`src/inc/rdp_params.svh`:
```
// Summary of operation
// - A step-down rail decays only when its rail decay enable bit is one.
// - Decay applies to downward code moves only; upward moves slew normally unless output is still above the code mid-decay.
// - While decaying the rail stops switching both transistors; its code still steps down.
// - During decay the rail's rail_ok is masked until output drops below OV.
// - Upward command mid-decay waits for the code ramp to reach output, then tracks.
// - Regulator 1 decodes its 4-bit code by table, 1.35 V to 3.3 V, 1111 unused.
// - Regulators 2 and 3 decode 0.70 V in 50 mV steps, code 1111 is 1.50 V.
// - Software sets each regulator code through registers 0x9a, 0x9b and 0xae.
// - Always-on regulator 1 stays enabled through emergency shutdown while supply valid.
// - Each source's rail_ok state is readable in status registers.
// - Each source is selectable per status output by a tree source mask bit.
// - Status outputs delay assertion: 0-15 ms, 0-100 ms, 5-100 ms, 0-100 ms.
// - In I2C control mode a status output drives a software-set level.
// - Stepping advances one code every 3 us for 10 mV or 6 us for 25 mV.
// - rail_ok is masked throughout dynamic voltage stepping, except during decay once output drops below OV.
`ifndef RDP_PARAMS_SVH
`define RDP_PARAMS_SVH

// ----------------------------------------------------------------------------
// Timing
// ----------------------------------------------------------------------------
`define RDP_CLK_MHZ        100
`define RDP_STEP10_US      3
`define RDP_STEP25_US      6
`define RDP_STEP10_CYC     (`RDP_STEP10_US * `RDP_CLK_MHZ)
`define RDP_STEP25_CYC     (`RDP_STEP25_US * `RDP_CLK_MHZ)
`define RDP_MS_US          1000
`define RDP_MS_CYC         (`RDP_MS_US * `RDP_CLK_MHZ)

// ----------------------------------------------------------------------------
// Delay limits per status output, in ms
// ----------------------------------------------------------------------------
`define RDP_DLY_MIN        {7'd0, 7'd5, 7'd0, 7'd0}
`define RDP_DLY_MAX        {7'd100, 7'd100, 7'd100, 7'd15}

// ----------------------------------------------------------------------------
// Register offsets
// ----------------------------------------------------------------------------
`define RDP_OFS_LDO_A      8'h9a
`define RDP_OFS_LDO_B      8'h9b
`define RDP_OFS_LDO_C      8'hae
`define RDP_OFS_TARGET0    8'h20
`define RDP_OFS_DECAY_EN   8'h30
`define RDP_OFS_STEP_SIZE  8'h31
`define RDP_OFS_MASK0      8'h40
`define RDP_OFS_DELAY0     8'h50
`define RDP_OFS_OUT_MODE   8'h58
`define RDP_OFS_STAT0      8'h60
`define RDP_OFS_STAT_OUT   8'h63

// ----------------------------------------------------------------------------
// Field positions and reset values
// ----------------------------------------------------------------------------
`define RDP_LDO_CODE_LSB   0
`define RDP_OUT_LEVEL_LSB  4
`define RDP_RST_LDO        8'h00
`define RDP_RST_TARGET     7'h00
`define RDP_RST_MASK       24'h000000
`define RDP_RST_DELAY      7'h00
`define RDP_RST_BYTE       8'h00

`endif

```
`src/inc/rdp_pkg.sv`:
```
package rdp_pkg;

  typedef enum logic [2:0] {
    RDP_IDLE,
    RDP_SLEW_UP,
    RDP_SLEW_DOWN,
    RDP_DECAY,
    RDP_CATCHUP
  } rdp_rail_state_t;

  typedef logic [6:0] rdp_code_t;

endpackage

```
`src/inc/rdp_rail_if.sv`:
```
`timescale 1ns/1ns
interface rdp_rail_if;
  import rdp_pkg::*;
  rdp_code_t [5:0] target;
  logic      [5:0] decay_en;
  logic      [5:0] step25;
  logic      [5:0] above_code;
  logic      [5:0] above_ov;
  rdp_code_t [5:0] code;
  logic      [5:0] switch_off;
  logic      [5:0] ok_mask;

  modport ctrl (
    input  target,
    input  decay_en,
    input  step25,
    input  above_code,
    input  above_ov,
    output code,
    output switch_off,
    output ok_mask
  );

  modport top (
    output target,
    output decay_en,
    output step25,
    output above_code,
    output above_ov,
    input  code,
    input  switch_off,
    input  ok_mask
  );
endinterface

```
`src/rdp_rail_ctrl.sv`:
```
`timescale 1ns/1ns
`include "rdp_params.svh"
module rdp_rail_ctrl
  import rdp_pkg::*;
(
  input wire logic sys_clk,
  input wire logic sys_rst,
  rdp_rail_if.ctrl rif
);

  genvar gi;
  generate
    for (gi = 0; gi < 6; gi = gi + 1)
    begin : g_rail
      rdp_rail_state_t st_r, st_nxt;
      rdp_code_t       code_r, code_nxt;
      logic [9:0]      cnt_r, cnt_nxt;
      logic            off_r, off_nxt;
      logic            msk_r, msk_nxt;
      logic            tick;
      rdp_code_t       tgt;

      assign tgt  = rif.target[gi];
      // Step interval depends on the step size of the rail.
      assign tick = (cnt_r == (rif.step25[gi] ? 10'(`RDP_STEP25_CYC - 1)
                                              : 10'(`RDP_STEP10_CYC - 1)));

      always_comb
      begin
        st_nxt   = st_r;
        code_nxt = code_r;
        cnt_nxt  = (st_r == RDP_IDLE || tick) ? 10'h000 : cnt_r + 10'h001;
        case (st_r)
          RDP_IDLE:
          begin
            if (tgt > code_r)
              st_nxt = RDP_SLEW_UP;
            else if (tgt < code_r)
              st_nxt = rif.decay_en[gi] ? RDP_DECAY : RDP_SLEW_DOWN;
          end
          RDP_SLEW_UP:
          begin
            if (tgt <= code_r)
              st_nxt = RDP_IDLE;
            else if (tick)
              code_nxt = code_r + 7'h01;
          end
          RDP_SLEW_DOWN:
          begin
            if (tgt >= code_r)
              st_nxt = RDP_IDLE;
            else if (tick)
              code_nxt = code_r - 7'h01;
          end
          RDP_DECAY:
          begin
            if (tgt > code_r)
              st_nxt = rif.above_code[gi] ? RDP_CATCHUP : RDP_SLEW_UP;
            else if (tgt < code_r && tick)
              code_nxt = code_r - 7'h01;
            else if (tgt == code_r && !rif.above_ov[gi])
              st_nxt = RDP_IDLE;
          end
          RDP_CATCHUP:
          begin
            // The code climbs toward the stranded output before switching resumes.
            if (tgt < code_r)
              st_nxt = RDP_DECAY;
            else if (!rif.above_code[gi])
              st_nxt = RDP_SLEW_UP;
            else if (tick && tgt > code_r)
              code_nxt = code_r + 7'h01;
          end
          default:
          begin
            st_nxt = RDP_IDLE;
          end
        endcase
        off_nxt = (st_nxt == RDP_DECAY) || (st_nxt == RDP_CATCHUP);
        if (st_nxt == RDP_DECAY)
          msk_nxt = rif.above_ov[gi];
        else
          msk_nxt = (st_nxt != RDP_IDLE);
      end

      always_ff @(posedge sys_clk or posedge sys_rst)
      begin
        if (sys_rst)
        begin
          st_r   <= RDP_IDLE;
          code_r <= `RDP_RST_TARGET;
          cnt_r  <= 10'h000;
          off_r  <= 1'b0;
          msk_r  <= 1'b0;
        end
        else
        begin
          st_r   <= st_nxt;
          code_r <= code_nxt;
          cnt_r  <= cnt_nxt;
          off_r  <= off_nxt;
          msk_r  <= msk_nxt;
        end
      end

      assign rif.code[gi]       = code_r;
      assign rif.switch_off[gi] = off_r;
      assign rif.ok_mask[gi]    = msk_r;
    end
  endgenerate

endmodule

```
`src/rdp_top.sv`:
```
`timescale 1ns/1ns
`include "rdp_params.svh"
module rdp_top
  import rdp_pkg::*;
#(
  parameter int MS_CYCLES = `RDP_MS_CYC
)
(
  input  wire logic            sys_clk,
  input  wire logic            sys_rst,
  input  wire logic            reg_wr,
  input  wire logic            reg_rd,
  input  wire logic [7:0]      reg_addr,
  input  wire logic [7:0]      reg_wdata,
  output logic      [7:0]      reg_rdata,
  input  wire logic [5:0]      rail_raw_ok,
  input  wire logic [5:0]      rail_above_code,
  input  wire logic [5:0]      rail_above_ov,
  input  wire logic [5:0]      aux_raw_ok,
  input  wire logic [5:0]      control_input,
  input  wire logic            ldo1_always_on,
  input  wire logic            ldo1_enable_req,
  input  wire logic            system_supply_valid,
  input  wire logic            emergency_shutdown,
  output rdp_code_t [5:0]      rail_voltage_code,
  output logic      [5:0]      rail_switch_off,
  output logic      [11:0]     ldo1_mv,
  output logic      [11:0]     ldo2_mv,
  output logic      [11:0]     ldo3_mv,
  output logic                 ldo1_enable,
  output logic      [3:0]      status_out
);

  // --------------------------------------------------------------------------
  // Register state
  // --------------------------------------------------------------------------
  logic [2:0][7:0]  ldo_r, ldo_nxt;
  rdp_code_t [5:0]  tgt_r, tgt_nxt;
  logic [5:0]       dec_r, dec_nxt;
  logic [5:0]       s25_r, s25_nxt;
  logic [3:0][23:0] sel_r, sel_nxt;
  logic [3:0][6:0]  dly_r, dly_nxt;
  logic [7:0]       mode_r, mode_nxt;
  logic [7:0]       rdata_r, rdata_nxt;
  logic [23:0]      stat;

  rdp_rail_if rif ();

  assign rif.target     = tgt_r;
  assign rif.decay_en   = dec_r;
  assign rif.step25     = s25_r;
  assign rif.above_code = rail_above_code;
  assign rif.above_ov   = rail_above_ov;

  rdp_rail_ctrl u_rail (
    .sys_clk (sys_clk),
    .sys_rst (sys_rst),
    .rif     (rif.ctrl)
  );

  // Bucks report not-ok while their indication is masked by a transition.
  assign stat = {6'h00, control_input, aux_raw_ok, rail_raw_ok & ~rif.ok_mask};

  always_comb
  begin
    ldo_nxt   = ldo_r;
    tgt_nxt   = tgt_r;
    dec_nxt   = dec_r;
    s25_nxt   = s25_r;
    sel_nxt   = sel_r;
    dly_nxt   = dly_r;
    mode_nxt  = mode_r;
    rdata_nxt = rdata_r;
    if (reg_wr)
    begin
      case (reg_addr)
        `RDP_OFS_LDO_A:     ldo_nxt[0] = reg_wdata;
        `RDP_OFS_LDO_B:     ldo_nxt[1] = reg_wdata;
        `RDP_OFS_LDO_C:     ldo_nxt[2] = reg_wdata;
        `RDP_OFS_DECAY_EN:  dec_nxt    = reg_wdata[5:0];
        `RDP_OFS_STEP_SIZE: s25_nxt    = reg_wdata[5:0];
        `RDP_OFS_OUT_MODE:  mode_nxt   = reg_wdata;
        default:
        begin
          for (int i = 0; i < 6; i++)
            if (reg_addr == `RDP_OFS_TARGET0 + 8'(i))
              tgt_nxt[i] = reg_wdata[6:0];
          for (int n = 0; n < 4; n++)
          begin
            for (int k = 0; k < 3; k++)
              if (reg_addr == `RDP_OFS_MASK0 + 8'(4 * n + k))
                sel_nxt[n][8 * k +: 8] = reg_wdata;
            if (reg_addr == `RDP_OFS_DELAY0 + 8'(n))
              dly_nxt[n] = reg_wdata[6:0];
          end
        end
      endcase
    end
    if (reg_rd)
    begin
      rdata_nxt = 8'h00;
      case (reg_addr)
        `RDP_OFS_LDO_A:     rdata_nxt = ldo_r[0];
        `RDP_OFS_LDO_B:     rdata_nxt = ldo_r[1];
        `RDP_OFS_LDO_C:     rdata_nxt = ldo_r[2];
        `RDP_OFS_DECAY_EN:  rdata_nxt = {2'b00, dec_r};
        `RDP_OFS_STEP_SIZE: rdata_nxt = {2'b00, s25_r};
        `RDP_OFS_OUT_MODE:  rdata_nxt = mode_r;
        `RDP_OFS_STAT_OUT:  rdata_nxt = {4'h0, status_out};
        default:
        begin
          for (int i = 0; i < 6; i++)
            if (reg_addr == `RDP_OFS_TARGET0 + 8'(i))
              rdata_nxt = {1'b0, tgt_r[i]};
          for (int k = 0; k < 3; k++)
            if (reg_addr == `RDP_OFS_STAT0 + 8'(k))
              rdata_nxt = stat[8 * k +: 8];
          for (int n = 0; n < 4; n++)
          begin
            for (int k = 0; k < 3; k++)
              if (reg_addr == `RDP_OFS_MASK0 + 8'(4 * n + k))
                rdata_nxt = sel_r[n][8 * k +: 8];
            if (reg_addr == `RDP_OFS_DELAY0 + 8'(n))
              rdata_nxt = {1'b0, dly_r[n]};
          end
        end
      endcase
    end
  end

  always_ff @(posedge sys_clk or posedge sys_rst)
  begin
    if (sys_rst)
    begin
      ldo_r   <= {3{`RDP_RST_LDO}};
      tgt_r   <= {6{`RDP_RST_TARGET}};
      dec_r   <= 6'h00;
      s25_r   <= 6'h00;
      sel_r   <= {4{`RDP_RST_MASK}};
      dly_r   <= {4{`RDP_RST_DELAY}};
      mode_r  <= `RDP_RST_BYTE;
      rdata_r <= `RDP_RST_BYTE;
    end
    else
    begin
      ldo_r   <= ldo_nxt;
      tgt_r   <= tgt_nxt;
      dec_r   <= dec_nxt;
      s25_r   <= s25_nxt;
      sel_r   <= sel_nxt;
      dly_r   <= dly_nxt;
      mode_r  <= mode_nxt;
      rdata_r <= rdata_nxt;
    end
  end

  // --------------------------------------------------------------------------
  // Regulator code decode and always-on enable
  // --------------------------------------------------------------------------
  function automatic logic [11:0] ldo1_table(input logic [3:0] c);
    logic [11:0] mv;
    case (c)
      4'h0:    mv = 12'd1350;
      4'h1:    mv = 12'd1500;
      4'h2:    mv = 12'd1600;
      4'h3:    mv = 12'd1700;
      4'h4:    mv = 12'd1800;
      4'h5:    mv = 12'd1900;
      4'h6:    mv = 12'd2000;
      4'h7:    mv = 12'd2100;
      4'h8:    mv = 12'd2300;
      4'h9:    mv = 12'd2400;
      4'ha:    mv = 12'd2500;
      4'hb:    mv = 12'd2600;
      4'hc:    mv = 12'd2850;
      4'hd:    mv = 12'd3000;
      4'he:    mv = 12'd3300;
      default: mv = 12'd0;
    endcase
    return mv;
  endfunction

  function automatic logic [11:0] ldo23_table(input logic [3:0] c);
    logic [11:0] mv;
    mv = (c == 4'hf) ? 12'd1500 : 12'd700 + 12'(c) * 12'd50;
    return mv;
  endfunction

  logic [11:0] l1_nxt, l2_nxt, l3_nxt;
  logic        en_nxt;

  always_comb
  begin
    l1_nxt = ldo1_table(ldo_r[0][`RDP_LDO_CODE_LSB +: 4]);
    l2_nxt = ldo23_table(ldo_r[1][`RDP_LDO_CODE_LSB +: 4]);
    l3_nxt = ldo23_table(ldo_r[2][`RDP_LDO_CODE_LSB +: 4]);
    // An always-on regulator ignores shutdown but never the supply.
    en_nxt = system_supply_valid &
             (ldo1_always_on | (ldo1_enable_req & ~emergency_shutdown));
  end

  always_ff @(posedge sys_clk or posedge sys_rst)
  begin
    if (sys_rst)
    begin
      ldo1_mv     <= 12'd0;
      ldo2_mv     <= 12'd0;
      ldo3_mv     <= 12'd0;
      ldo1_enable <= 1'b0;
    end
    else
    begin
      ldo1_mv     <= l1_nxt;
      ldo2_mv     <= l2_nxt;
      ldo3_mv     <= l3_nxt;
      ldo1_enable <= en_nxt;
    end
  end

  // --------------------------------------------------------------------------
  // Power-good tree and assertion delay
  // --------------------------------------------------------------------------
  localparam logic [27:0] DLY_MIN = `RDP_DLY_MIN;
  localparam logic [27:0] DLY_MAX = `RDP_DLY_MAX;

  logic [16:0]     ms_r, ms_nxt;
  logic            ms_tick;
  logic [3:0][6:0] dc_r, dc_nxt;
  logic [3:0]      tg_r, tg_nxt;
  logic [3:0]      out_nxt;

  assign ms_tick = (ms_r == 17'(MS_CYCLES - 1));

  always_comb
  begin
    logic       good;
    logic [6:0] lim;
    good   = 1'b0;
    lim    = 7'h00;
    ms_nxt = ms_tick ? 17'h00000 : ms_r + 17'h00001;
    for (int n = 0; n < 4; n++)
    begin
      good = &(stat[17:0] | ~sel_r[n][17:0]);
      lim  = dly_r[n];
      if (lim < DLY_MIN[7 * n +: 7])
        lim = DLY_MIN[7 * n +: 7];
      if (lim > DLY_MAX[7 * n +: 7])
        lim = DLY_MAX[7 * n +: 7];
      dc_nxt[n] = dc_r[n];
      tg_nxt[n] = tg_r[n];
      if (!good)
      begin
        dc_nxt[n] = 7'h00;
        tg_nxt[n] = 1'b0;
      end
      else if (!tg_r[n])
      begin
        if (dc_r[n] >= lim)
          tg_nxt[n] = 1'b1;
        else if (ms_tick)
          dc_nxt[n] = dc_r[n] + 7'h01;
      end
      out_nxt[n] = mode_r[n] ? mode_r[`RDP_OUT_LEVEL_LSB + n] : tg_nxt[n];
    end
  end

  always_ff @(posedge sys_clk or posedge sys_rst)
  begin
    if (sys_rst)
    begin
      ms_r       <= 17'h00000;
      dc_r       <= '0;
      tg_r       <= 4'h0;
      status_out <= 4'h0;
    end
    else
    begin
      ms_r       <= ms_nxt;
      dc_r       <= dc_nxt;
      tg_r       <= tg_nxt;
      status_out <= out_nxt;
    end
  end

  assign reg_rdata         = rdata_r;
  assign rail_voltage_code = rif.code;
  assign rail_switch_off   = rif.switch_off;

endmodule

```
`config.mk`:
```
export PLATFORM = sky130hd
export DESIGN_NAME = rdp_top
export DESIGN_NICKNAME = d
export VERILOG_FILES = /design/src/inc/rdp_pkg.sv /design/src/inc/rdp_rail_if.sv /design/src/rdp_rail_ctrl.sv /design/src/rdp_top.sv
export VERILOG_INCLUDE_DIRS = /design/src /design/src/inc
export SDC_FILE = /design/constraint.sdc
export NUM_CORES = 1
export LEC_CHECK = 0
export BUFFER_PORTS_ARGS = -buffer_cell sky130_fd_sc_hd__buf_4
export CORE_MARGIN = 1.5
export CORE_UTILIZATION = 30
export DETAILED_ROUTE_END_ITERATION = 8
export GPL_ROUTABILITY_DRIVEN = 0
export GPL_TIMING_DRIVEN = 0
export HOLD_SLACK_MARGIN = 0.15
export PLACE_DENSITY = 0.52
export SYNTH_ARGS = -nofsm -noshare
export SYNTH_HDL_FRONTEND = slang
export SYNTH_SLANG_ARGS = --single-unit
```
`constraint.sdc`:
```
create_clock -name sys_clk -period 15.2 [get_ports sys_clk]
set_input_delay 0.76 -clock sys_clk [delete_from_list [all_inputs] [get_ports sys_clk]]
set_output_delay 0.76 -clock sys_clk [all_outputs]
set_load 0.05 [all_outputs]
```
# After elaboration in Yosys (flattened, before gate mapping)
# Memories as Yosys holds them, arrays and structs flattened. A register that Yosys moved wholly into a read port is not among the register bits.
# Index checks and enable logic that the tools add are counted.
[word_totals] regBits=438 mem_bits_ro=176 inputBits=54 output_inout_bits=97 word_cells=614 n_memories=1
[op_classes] n_addsub=25 n_mul=2 order_cmp=36 n_eq_ne=149 mux=219 bitwise_logic=15 reduce_logical=97
[mem_list] memory="(name not given)" depth=16 width=11 rd=1 rd_ports_with_merged_regs=1 wr=0 line="rdp_top.sv:162" rtl="case (c)"
[op_table] op="two-way mux 7 bit" n=79
[op_table] op="two-way mux 8 bit" n=24
[op_table] op="two-way mux 3 bit" n=60
[op_table] op="== test 8 x 7 -> 1 bit (second input constant)" n=21
[op_table] op="one-hot mux 7 bit (4 select lines)" n=6
[op_table] op="two-way mux 10 bit" n=12
[op_table] op="one-hot mux 3 bit (5 select lines)" n=6
[op_table] op="!= test 2 bit (second input constant)" n=42
[op_table] op="AND reduction 3 bit" n=26
[op_table] op="NOT 18 bit" n=4
[op_table] op="OR 18 bit" n=4
[op_table] op="AND reduction 18 bit" n=4
[op_table] op="adder 7 x 1 -> 7 bit (second input constant)" n=10
[op_table] op=">= comparator 7 bit" n=10
[op_table] op="== test 8 x 6 -> 1 bit (second input constant)" n=8
[op_table] op="adder 10 x 1 -> 10 bit (second input constant)" n=6
[op_table] op="== test 10 bit" n=6
[op_table] op="AND reduction 10 bit" n=6
[op_table] op="one-hot mux 8 bit (7 select lines)" n=1
[op_table] op="== test 3 x 2 -> 1 bit (second input constant)" n=18
[op_table] op="!= test 2 x 1 -> 1 bit (second input constant)" n=24
[op_table] op="== test 7 bit" n=6
[op_table] op="greater-than comparator 7 bit" n=6
[op_table] op="less-or-equal comparator 7 bit" n=6
[op_table] op="other kinds (30)" n=148

# Logic depth before layout (Yosys ltp)
# Gate-level depths: netlist of the first run.
[logic_depth] word_depth=27 depth_mapped=13 ltp_nobuf=13

# Hierarchy
# From an unflattened synthesis of the first run, not the netlist that was laid out.
[hier_totals] hier_cells=2499 area_unflattened_um2=25811.0
[modules_own_cells] module="rdp_top" n_inst=1 cells_each=1506 area_each_um2=16957.5 seq_area_each_um2=7582.3
[modules_own_cells] module="rdp_rail_ctrl" n_inst=1 cells_each=993 area_each_um2=8853.5 seq_area_each_um2=3303.2

# Worst setup path after synthesis of the first run
# OpenSTA, ideal clock, no wires.
[synth_timing] path_kind="reg2reg" from="register dly_r[4] in the netlist's numbering" to="register dc_r[5] in the netlist's numbering" setup_ps=80 arrival_time_ps=2810 required_ps=15120 path_slack_ps=12310 path_stages_with_launch=11 path_buffers=0 synth_period_minus_slack_ps=2890 path_cell_list="dfrtp_1 > or3_1 > or2_2 > ha_1 > nand2b_1 > a21o_1 > a21o_1 > a21oi_1 > o211ai_2 > or4_1 > a21oi_1"
[synth_via] elab_chain_cells=7
[synth_rtl] element="start: declaration" line="rdp_top.sv:42" rtl="logic [3:0][6:0] dly_r, dly_nxt;"
[synth_rtl] element="start signal: assignment" line="rdp_top.sv:140" rtl="dly_r <= {4{`RDP_RST_DELAY}};"
[synth_rtl] element="start signal: assignment" line="rdp_top.sv:151" rtl="dly_r <= dly_nxt;"
[synth_rtl] element="less-than comparator 7 x 1 -> 1 bit" line="rdp_top.sv:245" rtl="if (lim < DLY_MIN[7 * n +: 7])"
[synth_rtl] element="two-way mux 7 bit *" line="rdp_top.sv:245"
[synth_rtl] element="greater-than comparator 7 x 4 -> 1 bit" line="rdp_top.sv:247" rtl="if (lim > DLY_MAX[7 * n +: 7])"
[synth_rtl] element="two-way mux 7 bit *" line="rdp_top.sv:247"
[synth_rtl] element=">= comparator 7 bit *" line="rdp_top.sv:258" rtl="if (dc_r[n] >= lim)"
[synth_rtl] element="!= test 2 bit (no source line) *"
[synth_rtl] element="AND reduction 3 bit (no source line) *"
[synth_rtl] element="end signal: assignment" line="rdp_top.sv:279" rtl="dc_r <= dc_nxt;"
[synth_rtl] element="end: declaration" line="rdp_top.sv:228" rtl="logic [3:0][6:0] dc_r, dc_nxt;"
# Every way passes the cells marked *; elsewhere a longest branch is shown, timed or not.
# A chain may end at the register's enable or synchronous reset.

# Final worst setup path of the first run
[layout_timing] from="input port reg_addr[0]" to="register rdata_r[7], in the netlist reg_rdata[7]"
[layout_via] elab_chain_cells=25 elab_cells_between_ends=54 classes_between="eq/ne (30); mux (24)"
[layout_rtl] element="start: declaration" line="rdp_top.sv:13" rtl="input wire logic [7:0] reg_addr,"
[layout_rtl] element="== test 8 x 6 -> 1 bit" line="rdp_top.sv:113" rtl="if (reg_addr == `RDP_OFS_TARGET0 + 8'(i))"
[layout_rtl] element="two-way mux 8 bit (4 in series)" line="rdp_top.sv:113"
[layout_rtl] element="two-way mux 8 bit (3 in series)" line="rdp_top.sv:116" rtl="if (reg_addr == `RDP_OFS_STAT0 + 8'(k))"
[layout_rtl] element="two-way mux 8 bit (3 in series)" line="rdp_top.sv:121" rtl="if (reg_addr == `RDP_OFS_MASK0 + 8'(4 * n + k))"
[layout_rtl] element="two-way mux 8 bit" line="rdp_top.sv:123" rtl="if (reg_addr == `RDP_OFS_DELAY0 + 8'(n))"
[layout_rtl] element="two-way mux 8 bit (3 in series)" line="rdp_top.sv:121"
[layout_rtl] element="two-way mux 8 bit" line="rdp_top.sv:123"
[layout_rtl] element="two-way mux 8 bit (3 in series)" line="rdp_top.sv:121"
[layout_rtl] element="two-way mux 8 bit" line="rdp_top.sv:123"
[layout_rtl] element="two-way mux 8 bit (3 in series)" line="rdp_top.sv:121"
[layout_rtl] element="two-way mux 8 bit" line="rdp_top.sv:123"
[layout_rtl] element="one-hot mux 8 bit (7 select lines) *" line="rdp_top.sv:102" rtl="case (reg_addr)"
[layout_rtl] element="end signal: assignment" line="rdp_top.sv:142" rtl="rdata_r <= `RDP_RST_BYTE;"
[layout_rtl] element="end signal: assignment" line="rdp_top.sv:153" rtl="rdata_r <= rdata_nxt;"
[layout_rtl] element="end: declaration" line="rdp_top.sv:44" rtl="logic [7:0] rdata_r, rdata_nxt;"
# Marks and branches as above.

==> summary.json, run 1 <==
{
  "synth_ff_type": {"value": "sky130_fd_sc_hd__dfrtp_1"},
  "vdd_ir_drop_max": {"value": 0.07691, "unit": "mV"},
  "cts_tree": {"value": "yes"},
  "start_util": {"value": 30.29, "unit": "%"},
  "worstPathArrival": {"value": 3860, "unit": "ps"},
  "reg2reg_slack": {"value": 12010, "unit": "ps"},
  "post_cts.resized_instances": {"value": 0},
  "yosys.cell_types.count": {"value": 100},
  "share_of_synthesized_area_occupied_by_flip_flops_and_latches": {"value": 42.94, "unit": "%"},
  "minimum_clock_period": {"value": 3403, "unit": "ps"},
  "total_leakage_power": {"value": 13.74, "unit": "nW"},
  "setup_viol_count_final": {"value": 0},
  "ys_seq_elements": {"value": 435},
  "syn-mean-instance-area": {"value": 10.51, "unit": "µm²"},
  "track_usage": {"value": 18.18, "unit": "%"},
  "postPlaceCellArea": {"value": 0.02791, "unit": "mm²"},
  "worst_hold_slack": {"value": 162.4, "unit": "ps"},
  "globalRoute.totalOverflow": {"value": 0},
  "largest_net_degree_at_the_start_of_global_routing": {"value": 129},
  "synthCells": {"value": 2411},
  "cap_violations": {"value": 0},
  "area.sequential": {"value": 0.01089, "unit": "mm²"},
  "worstSetupEndpointType": {"value": "register"},
  "power_per_cell_area": {"value": 117.8, "unit": "mW/mm²"},
  "outcome": {"value": "complete, no violations"},
  "initialDrtViolationCount": {"value": 1818},
  "clock_sinks": {"value": 435},
  "synth.yosys.warnings": {"value": 0},
  "worst-slew-pin-transition": {"value": 1276, "unit": "ps"},
  "final_max_slew_viol_count": {"value": 0},
  "dpl.hpwl": {"value": 60410, "unit": "µm"},
  "post-synth-top-area-cell": {"value": "sky130_fd_sc_hd__dfrtp_1"},
  "worst_skew_pair.late_latency": {"value": 600, "unit": "ps"},
  "final.setup.tns": {"value": 0, "unit": "ps"},
  "num_io_pins": {"value": 151},
  "clkSlewWorstSetupHoldPaths": {"value": 60, "unit": "ps"},
  "grt_first_pass_wirelength": {"value": 121600, "unit": "µm"},
  "clock-root-buffer": {"value": "sky130_fd_sc_hd__clkbuf_16"},
  "place.port_buffers": {"value": 137},
  "postSynth.asyncResetShare": {"value": 100.0, "unit": "%"},
  "detailroute.via_count": {"value": 20210},
  "hp-class": {"value": "primary input to asynchronous set/reset pin"},
  "cts.hold.buffers_added": {"value": 0},
  "num_rows": {"value": 106},
  "r2r.worst_path.cells": {"value": 10},
  "dieHeight": {"value": 293.7, "unit": "µm"},
  "reg2reg_from": {"value": "dly_r[4]"},
  "post_cts_setup_buffers": {"value": 0},
  "detail_route.drc_violations": {"value": 0},
  "finalCritPeriodShare": {"value": 22.38, "unit": "%"},
  "worstSetupEndpoint": {"value": "reg_rdata[7]"},
  "startpoint": {"value": "reg_addr[0]"},
  "tritoncts.num_buffers": {"value": 49},
  "max-clock-path-buffers": {"value": 3},
  "count_of_flip_flops_with_a_built_in_enable_after_synthesis": {"value": 0},
  "synth_top_area_share": {"value": 42.94, "unit": "%"},
  "post_layout_inst_area": {"value": 0.02978, "unit": "mm²"},
  "drive_gt1_share": {"value": 18.39, "unit": "%"},
  "rsz_0062_raised_after_global_routing": {"value": "no"},
  "finish.net_count": {"value": 2809},
  "layout.filler_cells": {"value": 8323},
  "grt_pass1_vias": {"value": 19670},
  "detail_route.vias_per_cell": {"value": 5.341},
  "clock-skew-final": {"value": 16.15, "unit": "ps"},
  "slew-limit-headroom": {"value": 14.14, "unit": "%"},
  "die_footprint": {"value": 0.08625, "unit": "mm²"},
  "cell_types_occupying_the_most_area_after_synthesis": {"value": "sky130_fd_sc_hd__dfrtp_1, sky130_fd_sc_hd__ha_1, sky130_fd_sc_hd__mux2_2"},
  "grt_antenna_before_repair": {"value": 4},
  "floorplan_die_width": {"value": 293.7, "unit": "µm"},
  "wl_per_cell": {"value": 20.96, "unit": "µm"},
  "place_inst": {"value": 3691},
  "regToRegEndpoint": {"value": "dc_r[5]"},
  "netlist_area": {"value": 0.02535, "unit": "mm²"},
  "drt_wl_total": {"value": 79300, "unit": "µm"},
  "p_total": {"value": 3.507, "unit": "mW"},
  "htree_levels": {"value": 2},
  "startpoint_type": {"value": "primary input"},
  "finish.cell_count_without_fillers": {"value": 3784},
  "max_freq": {"value": 293.9, "unit": "MHz"},
  "multi_input_gate_area_in_the_final_layout": {"value": 0.01352, "unit": "mm²"},
  "layout-area-overhead-vs-synth": {"value": 17.47, "unit": "%"},
  "hold_viol": {"value": 0},
  "critical_path_peak_fanout": {"value": 10},
  "core": {"value": 0.08369, "unit": "mm²"},
  "postRouteAntennaNets": {"value": 0},
  "timing_worst_setup_path_type": {"value": "primary input to register"},
  "first_pass_iters": {"value": 6},
  "required": {"value": 15650, "unit": "ps"}
}
[layout by cell type, fill, tap and decap left out, types with 45 or more instances in the layout]
master                        n
sky130_fd_sc_hd__ha_1       139
sky130_fd_sc_hd__dfrtp_1    435
sky130_fd_sc_hd__nand2_1    142
sky130_fd_sc_hd__buf_4      151
sky130_fd_sc_hd__xor2_1      49
sky130_fd_sc_hd__xnor2_1     84
sky130_fd_sc_hd__mux2_2     140
sky130_fd_sc_hd__a21oi_1     92
sky130_fd_sc_hd__clkbuf_16   51
sky130_fd_sc_hd__mux2_1      81
sky130_fd_sc_hd__nand3_1     74
sky130_fd_sc_hd__o21ai_0     85
sky130_fd_sc_hd__inv_1      135
sky130_fd_sc_hd__clkbuf_1    45
sky130_fd_sc_hd__nor2_1     195
[how the worst min path moves through the flow]
stage / to / slack [ps] / cells past startpoint / startpoint
global route: ldo2_mv[6] / 190 / 2 / sys_rst
CTS: ldo2_mv[6] / 150 / 2 / sys_rst
finish: ldo2_mv[6] / 160 / 2 / sys_rst
global placement: u_rail.g_rail[5].cnt_r[0] / 460 / 1 / u_rail.g_rail[5].cnt_r[0]
detailed placement: u_rail.g_rail[5].cnt_r[0] / 470 / 1 / u_rail.g_rail[5].cnt_r[0]
floorplan: u_rail.g_rail[5].cnt_r[0] / 450 / 1 / u_rail.g_rail[5].cnt_r[0]
[routing by layer]
metal  vias to the layer above  track usage (%)  part of all wire [%]
li1                       9177                -                     -
met3                       170            3.882                   7.9
met2                       833            28.36                    45
met4                         2            5.771                   3.1
met1                     10030            25.04                    44
met5                         -                0                 0.016
[layout make-up]
| class | count | share of cell area (%) |
|---|---|---|
| flip-flops and latches | 435 | 36.55 |
| diodes | 2 | 0.01681 |
| repair buffers | 140 | 3.731 |
| multi-input cells | 1757 | 45.39 |
| well taps | 1134 | 4.765 |
| clock buffers | 64 | 4.685 |
| inverters | 136 | 1.739 |
| plain buffers | 89 | 1.584 |
| clock inverters | 27 | 1.538 |
[power by group]
part	switching (mW)	leakage (nW)	internal, mW	total (mW)
logic	0.473	7.14	0.296	0.769
registers	0.115	5.70	1.26	1.38
clock network	0.510	0.905	0.851	1.36
total	1.10	13.7	2.41	3.51
[per-stage QoR]
stage	worst slack, ps	utilization (%)
after CTS	11930	35.57
after detailed placement	11300	33.35
after global placement	-2671	33.24
after global routing	11740	35.58
final	11800	35.58
after floorplan	2323	-
[logic make-up after synthesis]
kind of cell / share of synthesized area (%)
XOR/XNOR: 4.595
AO/OA/AOI/OAI: 13.75
multiplexers: 11.69
adder cells (fa/ha/maj): 7.492
buffers and inverters: 3.874
flip-flops: 42.94
other: 0.02962
AND/OR/NAND/NOR: 15.63
[synth_stat cells (34+ instances only)]
master	count
sky130_fd_sc_hd__mux2_2	140
sky130_fd_sc_hd__inv_1	136
sky130_fd_sc_hd__a21o_1	39
sky130_fd_sc_hd__nand2b_1	37
sky130_fd_sc_hd__o21ai_0	85
sky130_fd_sc_hd__nand2_1	142
sky130_fd_sc_hd__xnor2_1	84
sky130_fd_sc_hd__a21oi_1	92
sky130_fd_sc_hd__mux2_1	81
sky130_fd_sc_hd__xor2_1	49
sky130_fd_sc_hd__clkbuf_1	39
sky130_fd_sc_hd__ha_1	139
sky130_fd_sc_hd__nor2_1	195
sky130_fd_sc_hd__nand3_1	74
sky130_fd_sc_hd__mux2i_1	34
sky130_fd_sc_hd__dfrtp_1	435
[flip-flops by register name, summed over array words and instances (netlist names), 17 cells and up]
signal                flops
dc_r                     28
dly_r                    28
ldo_r                    24
ms_r                     17
rif.target               42
sel_r                    96
u_rail.g_rail.cnt_r      60
u_rail.g_rail.code_r     42
u_rail.g_rail.st_r       18
[worst max-delay path: stages]
cell	delay [ps]
sky130_fd_sc_hd__buf_4	140
sky130_fd_sc_hd__buf_2	270
sky130_fd_sc_hd__buf_2	250
sky130_fd_sc_hd__buf_1	670
sky130_fd_sc_hd__mux2i_1	400
sky130_fd_sc_hd__o2bb2ai_1	110
sky130_fd_sc_hd__a221oi_1	390
sky130_fd_sc_hd__a31oi_1	130
sky130_fd_sc_hd__a211oi_1	530
sky130_fd_sc_hd__o22ai_1	180
Note: power is estimated with default switching activity, not from simulation.
==> run 2: changes to the inputs <==
ABC_AREA = 1   (was not set)
PLACE_DENSITY = 0.54   (was 0.52)
clock period = 3 ns   (was 15.2 ns; I/O delays follow)
==> run 2 against run 1 <==
The run now ends with design-rule violations left. Synthesized cell count increased by 29%. Clock skew about the same. Worst setup slack got worse by 12000 ps. Non-clock buffer count increased by 64. Via count increased by 6.4%. Power increased to 6.2 times the previous value. Clock-buffer cell count increased by 11. First-iteration DRC count decreased by 4.0%. Cell area increased by 0.12%. Critical path depth decreased by 3. Routed wire length decreased by 5.8%. Global-route usage decreased by 0.26 points. Critical endpoint is now status_out[0].
==> summary.json, run 2 <==
{
  "cell_types_occupying_the_most_area_after_synthesis": {"value": "sky130_fd_sc_hd__dfrtp_1, sky130_fd_sc_hd__nand2_1, sky130_fd_sc_hd__ha_1"},
  "count_of_flip_flops_with_a_built_in_enable_after_synthesis": {"value": 0},
  "clock_sinks": {"value": 435},
  "slew-limit-headroom": {"value": 13.43, "unit": "%"},
  "minimum_clock_period": {"value": 2846, "unit": "ps"},
  "place_worst_setup_slack": {"value": -150.0, "unit": "ps"},
  "yosys.cell_types.count": {"value": 57},
  "worstHoldEndpoint": {"value": "rif.target[4]"},
  "track_usage": {"value": 17.92, "unit": "%"},
  "detail_route.drc_violations": {"value": 28},
  "yosysMostFrequentCell": {"value": "sky130_fd_sc_hd__nand2_1"},
  "grt_pass1_vias": {"value": 20330},
  "final_common_cell": {"value": "sky130_fd_sc_hd__nand2_1"},
  "reg2reg_from": {"value": "u_rail.g_rail[0].msk_r"},
  "timing.critical_path.slowest_cell_delay": {"value": 1010, "unit": "ps"},
  "worstSetupEndpointType": {"value": "register"},
  "syn-mean-instance-area": {"value": 7.892, "unit": "µm²"},
  "num_rows": {"value": 104},
  "worst_skew_pair.late_latency": {"value": 610, "unit": "ps"},
  "holdCritStartpoint": {"value": "reg_addr[2]"},
  "ys_seq_elements": {"value": 435},
  "tritoncts.num_buffers": {"value": 53},
  "die_footprint": {"value": 0.08336, "unit": "mm²"},
  "holdPathStages": {"value": 7},
  "detailroute.via_count": {"value": 21520},
  "clkSlewWorstSetupHoldPaths": {"value": 60, "unit": "ps"},
  "drt_wl_total": {"value": 74710, "unit": "µm"},
  "synth_top_area_share": {"value": 44.45, "unit": "%"},
  "timing.critical_path.cells": {"value": "nor2_1, o2111ai_1, nor3_1, inv_1, nor2_1, nand2_1, nand2_1"},
  "clock-root-buffer": {"value": "sky130_fd_sc_hd__clkbuf_16"},
  "startpoint_type": {"value": "register"},
  "cts_tree": {"value": "yes"},
  "crit_path_top_delay_cell": {"value": "sky130_fd_sc_hd__nor3_1"},
  "regMostFlops": {"value": "sel_r"},
  "timing_worst_setup_path_type": {"value": "register to register"},
  "floorplan_die_width": {"value": 288.7, "unit": "µm"},
  "cap_violations": {"value": 0},
  "outcome": {"value": "finished, violations left"},
  "vdd_ir_drop_max": {"value": 0.6747, "unit": "mV"},
  "finalCritPeriodShare": {"value": 94.87, "unit": "%"},
  "htree_levels": {"value": 2},
  "netlist_area": {"value": 0.02449, "unit": "mm²"},
  "hp-class": {"value": "primary input to register"},
  "postRouteAntennaNets": {"value": 0},
  "share_of_synthesized_area_occupied_by_flip_flops_and_latches": {"value": 44.45, "unit": "%"},
  "power_per_cell_area": {"value": 733.9, "unit": "mW/mm²"},
  "top_regs": {"value": "sel_r (96), u_rail.g_rail.cnt_r (60)"},
  "critical_path_peak_fanout": {"value": 7},
  "finish.net_count": {"value": 3590},
  "post-synth-top-area-cell": {"value": "sky130_fd_sc_hd__dfrtp_1"},
  "dieHeight": {"value": 288.7, "unit": "µm"},
  "first_pass_iters": {"value": 9},
  "largest_reg_flops": {"value": 96},
  "clock-skew-final": {"value": 16.41, "unit": "ps"},
  "r2r.worst_path.cells": {"value": 7},
  "regToRegEndpoint": {"value": "status_out[0]"},
  "failing_checks": {"value": "design-rule violations"},
  "dpl.hpwl": {"value": 56600, "unit": "µm"},
  "globalRoute.totalOverflow": {"value": 0},
  "rsz_0062_raised_after_global_routing": {"value": "yes"},
  "detail_route.vias_per_cell": {"value": 4.790},
  "grt_first_pass_wirelength": {"value": 116300, "unit": "µm"},
  "finish.cell_count_without_fillers": {"value": 4492},
  "place_inst": {"value": 4326},
  "place.port_buffers": {"value": 144},
  "layout-area-overhead-vs-synth": {"value": 21.74, "unit": "%"},
  "num_io_pins": {"value": 151},
  "largest_net_degree_at_the_start_of_global_routing": {"value": 43},
  "synth_ff_type": {"value": "sky130_fd_sc_hd__dfrtp_1"},
  "most-common-layout-cells": {"value": "sky130_fd_sc_hd__nand2_1, sky130_fd_sc_hd__inv_1, sky130_fd_sc_hd__dfrtp_1, sky130_fd_sc_hd__nor2_1, sky130_fd_sc_hd__buf_4"},
  "synth.top_cells.by_count": {"value": "sky130_fd_sc_hd__nand2_1, sky130_fd_sc_hd__inv_1, sky130_fd_sc_hd__dfrtp_1, sky130_fd_sc_hd__nor2_1, sky130_fd_sc_hd__o21ai_0"},
  "max_freq": {"value": 351.4, "unit": "MHz"},
  "final.setup.tns": {"value": 0, "unit": "ps"},
  "start_util": {"value": 30.36, "unit": "%"},
  "wl_per_cell": {"value": 16.63, "unit": "µm"},
  "hold_viol": {"value": 0},
  "final_max_slew_viol_count": {"value": 0},
  "required": {"value": 3540, "unit": "ps"},
  "core": {"value": 0.08068, "unit": "mm²"},
  "reg2reg_slack": {"value": 150, "unit": "ps"},
  "initialDrtViolationCount": {"value": 1746},
  "synth.yosys.warnings": {"value": 0},
  "drive_gt1_share": {"value": 13.20, "unit": "%"},
  "worst-slew-pin-transition": {"value": 1289, "unit": "ps"},
  "worst_slack": {"value": 154.0, "unit": "ps"},
  "worstPathArrival": {"value": 3380, "unit": "ps"},
  "total_leakage_power": {"value": 13.95, "unit": "nW"},
  "synthCells": {"value": 3103},
  "max-clock-path-buffers": {"value": 3},
  "grt_antenna_before_repair": {"value": 6},
  "postSynth.asyncResetShare": {"value": 100.0, "unit": "%"},
  "setup_viol_count_final": {"value": 0}
}
-- run 2: where the power goes --
part	switching, mW	leakage [nW]	internal, mW
combinational	4.86	7.31	2.78
clock	2.63	0.897	4.08
sequential	0.833	5.74	6.70
total	8.32	13.9	13.6
-- run 2: critical path, delay by kind of cell, from the launching register on --
family          cells  cell delay (ps)
simple gates        5             2080
compound gates      1              190
buf+inv             1              150
flops               1              350
-- run 2: cell families after synthesis --
logic type | share of synthesized area, %
flops | 44.45
simple gates | 23.51
xor+xnor | 1.931
fa+ha+maj | 7.756
mux | 0.1379
compound gates | 13.61
buf+inv | 8.583
other cells | 0.03067
-- run 2: cell type report --
class / instances / area (µm²)
fill: 8309 / 50860
multi-input combinational: 2147 / 11750
sequential: 435 / 10890
timing repair buffer: 226 / 1927
inverter: 459 / 1727
clock buffer: 75 / 1541
tap: 1060 / 1326
buffer: 67 / 376.6
clock inverter: 22 / 272.8
antenna: 1 / 2.502
-- run 2: repair_timing --
item | 4_1_cts | 5_1_grt
endpoints found under the setup margin | 9 | 25
cloned | 0 | 0
hold buffers | 33 | 0
gates resized for setup | 11 | 78
setup buffers | 12 | 24
endpoints found under the hold margin | 220 | 0
pin swaps | 6 | 30
-- run 2: worst max path at each step --
| stage | slack, ps | startpoint | end | depth (start not counted) |
|---|---|---|---|---|
| global placement | -5970 | sys_rst | u_rail.g_rail[5].off_r | 2 |
| floorplan | -3030 | sys_rst | dc_r[0] | 1 |
| finish | 150 | u_rail.g_rail[0].msk_r | status_out[0] | 7 |
| CTS | 5 | dly_r[14] | dc_r[20] | 22 |
| detailed placement | -150 | dly_r[4] | dc_r[6] | 18 |
| global route | -90 | dly_r[11] | dc_r[12] | 21 |
-- run 2: metal layers --
layer	track usage (%)	share of wire, %	vias to the layer above
met5	0	0.092	-
met4	5.768	2.8	12
met3	3.333	6.1	135
met2	27.30	44	546
met1	25.54	47	10110
li1	-	-	10710
-- run 2: through the flow --
stage                     instance area (µm²)  total power, mW  utilization [%]  hold slack (ps)
after global routing                    29810            23.41            36.95            232.7
final                                   29810            21.88            36.96            202.3
after detailed placement                27170            15.11            33.68            218.1
after floorplan                         24520            12.96                -            271.0
after CTS                               29430            21.97            36.48            151.9
after global placement                  26920            14.98            33.37            368.0
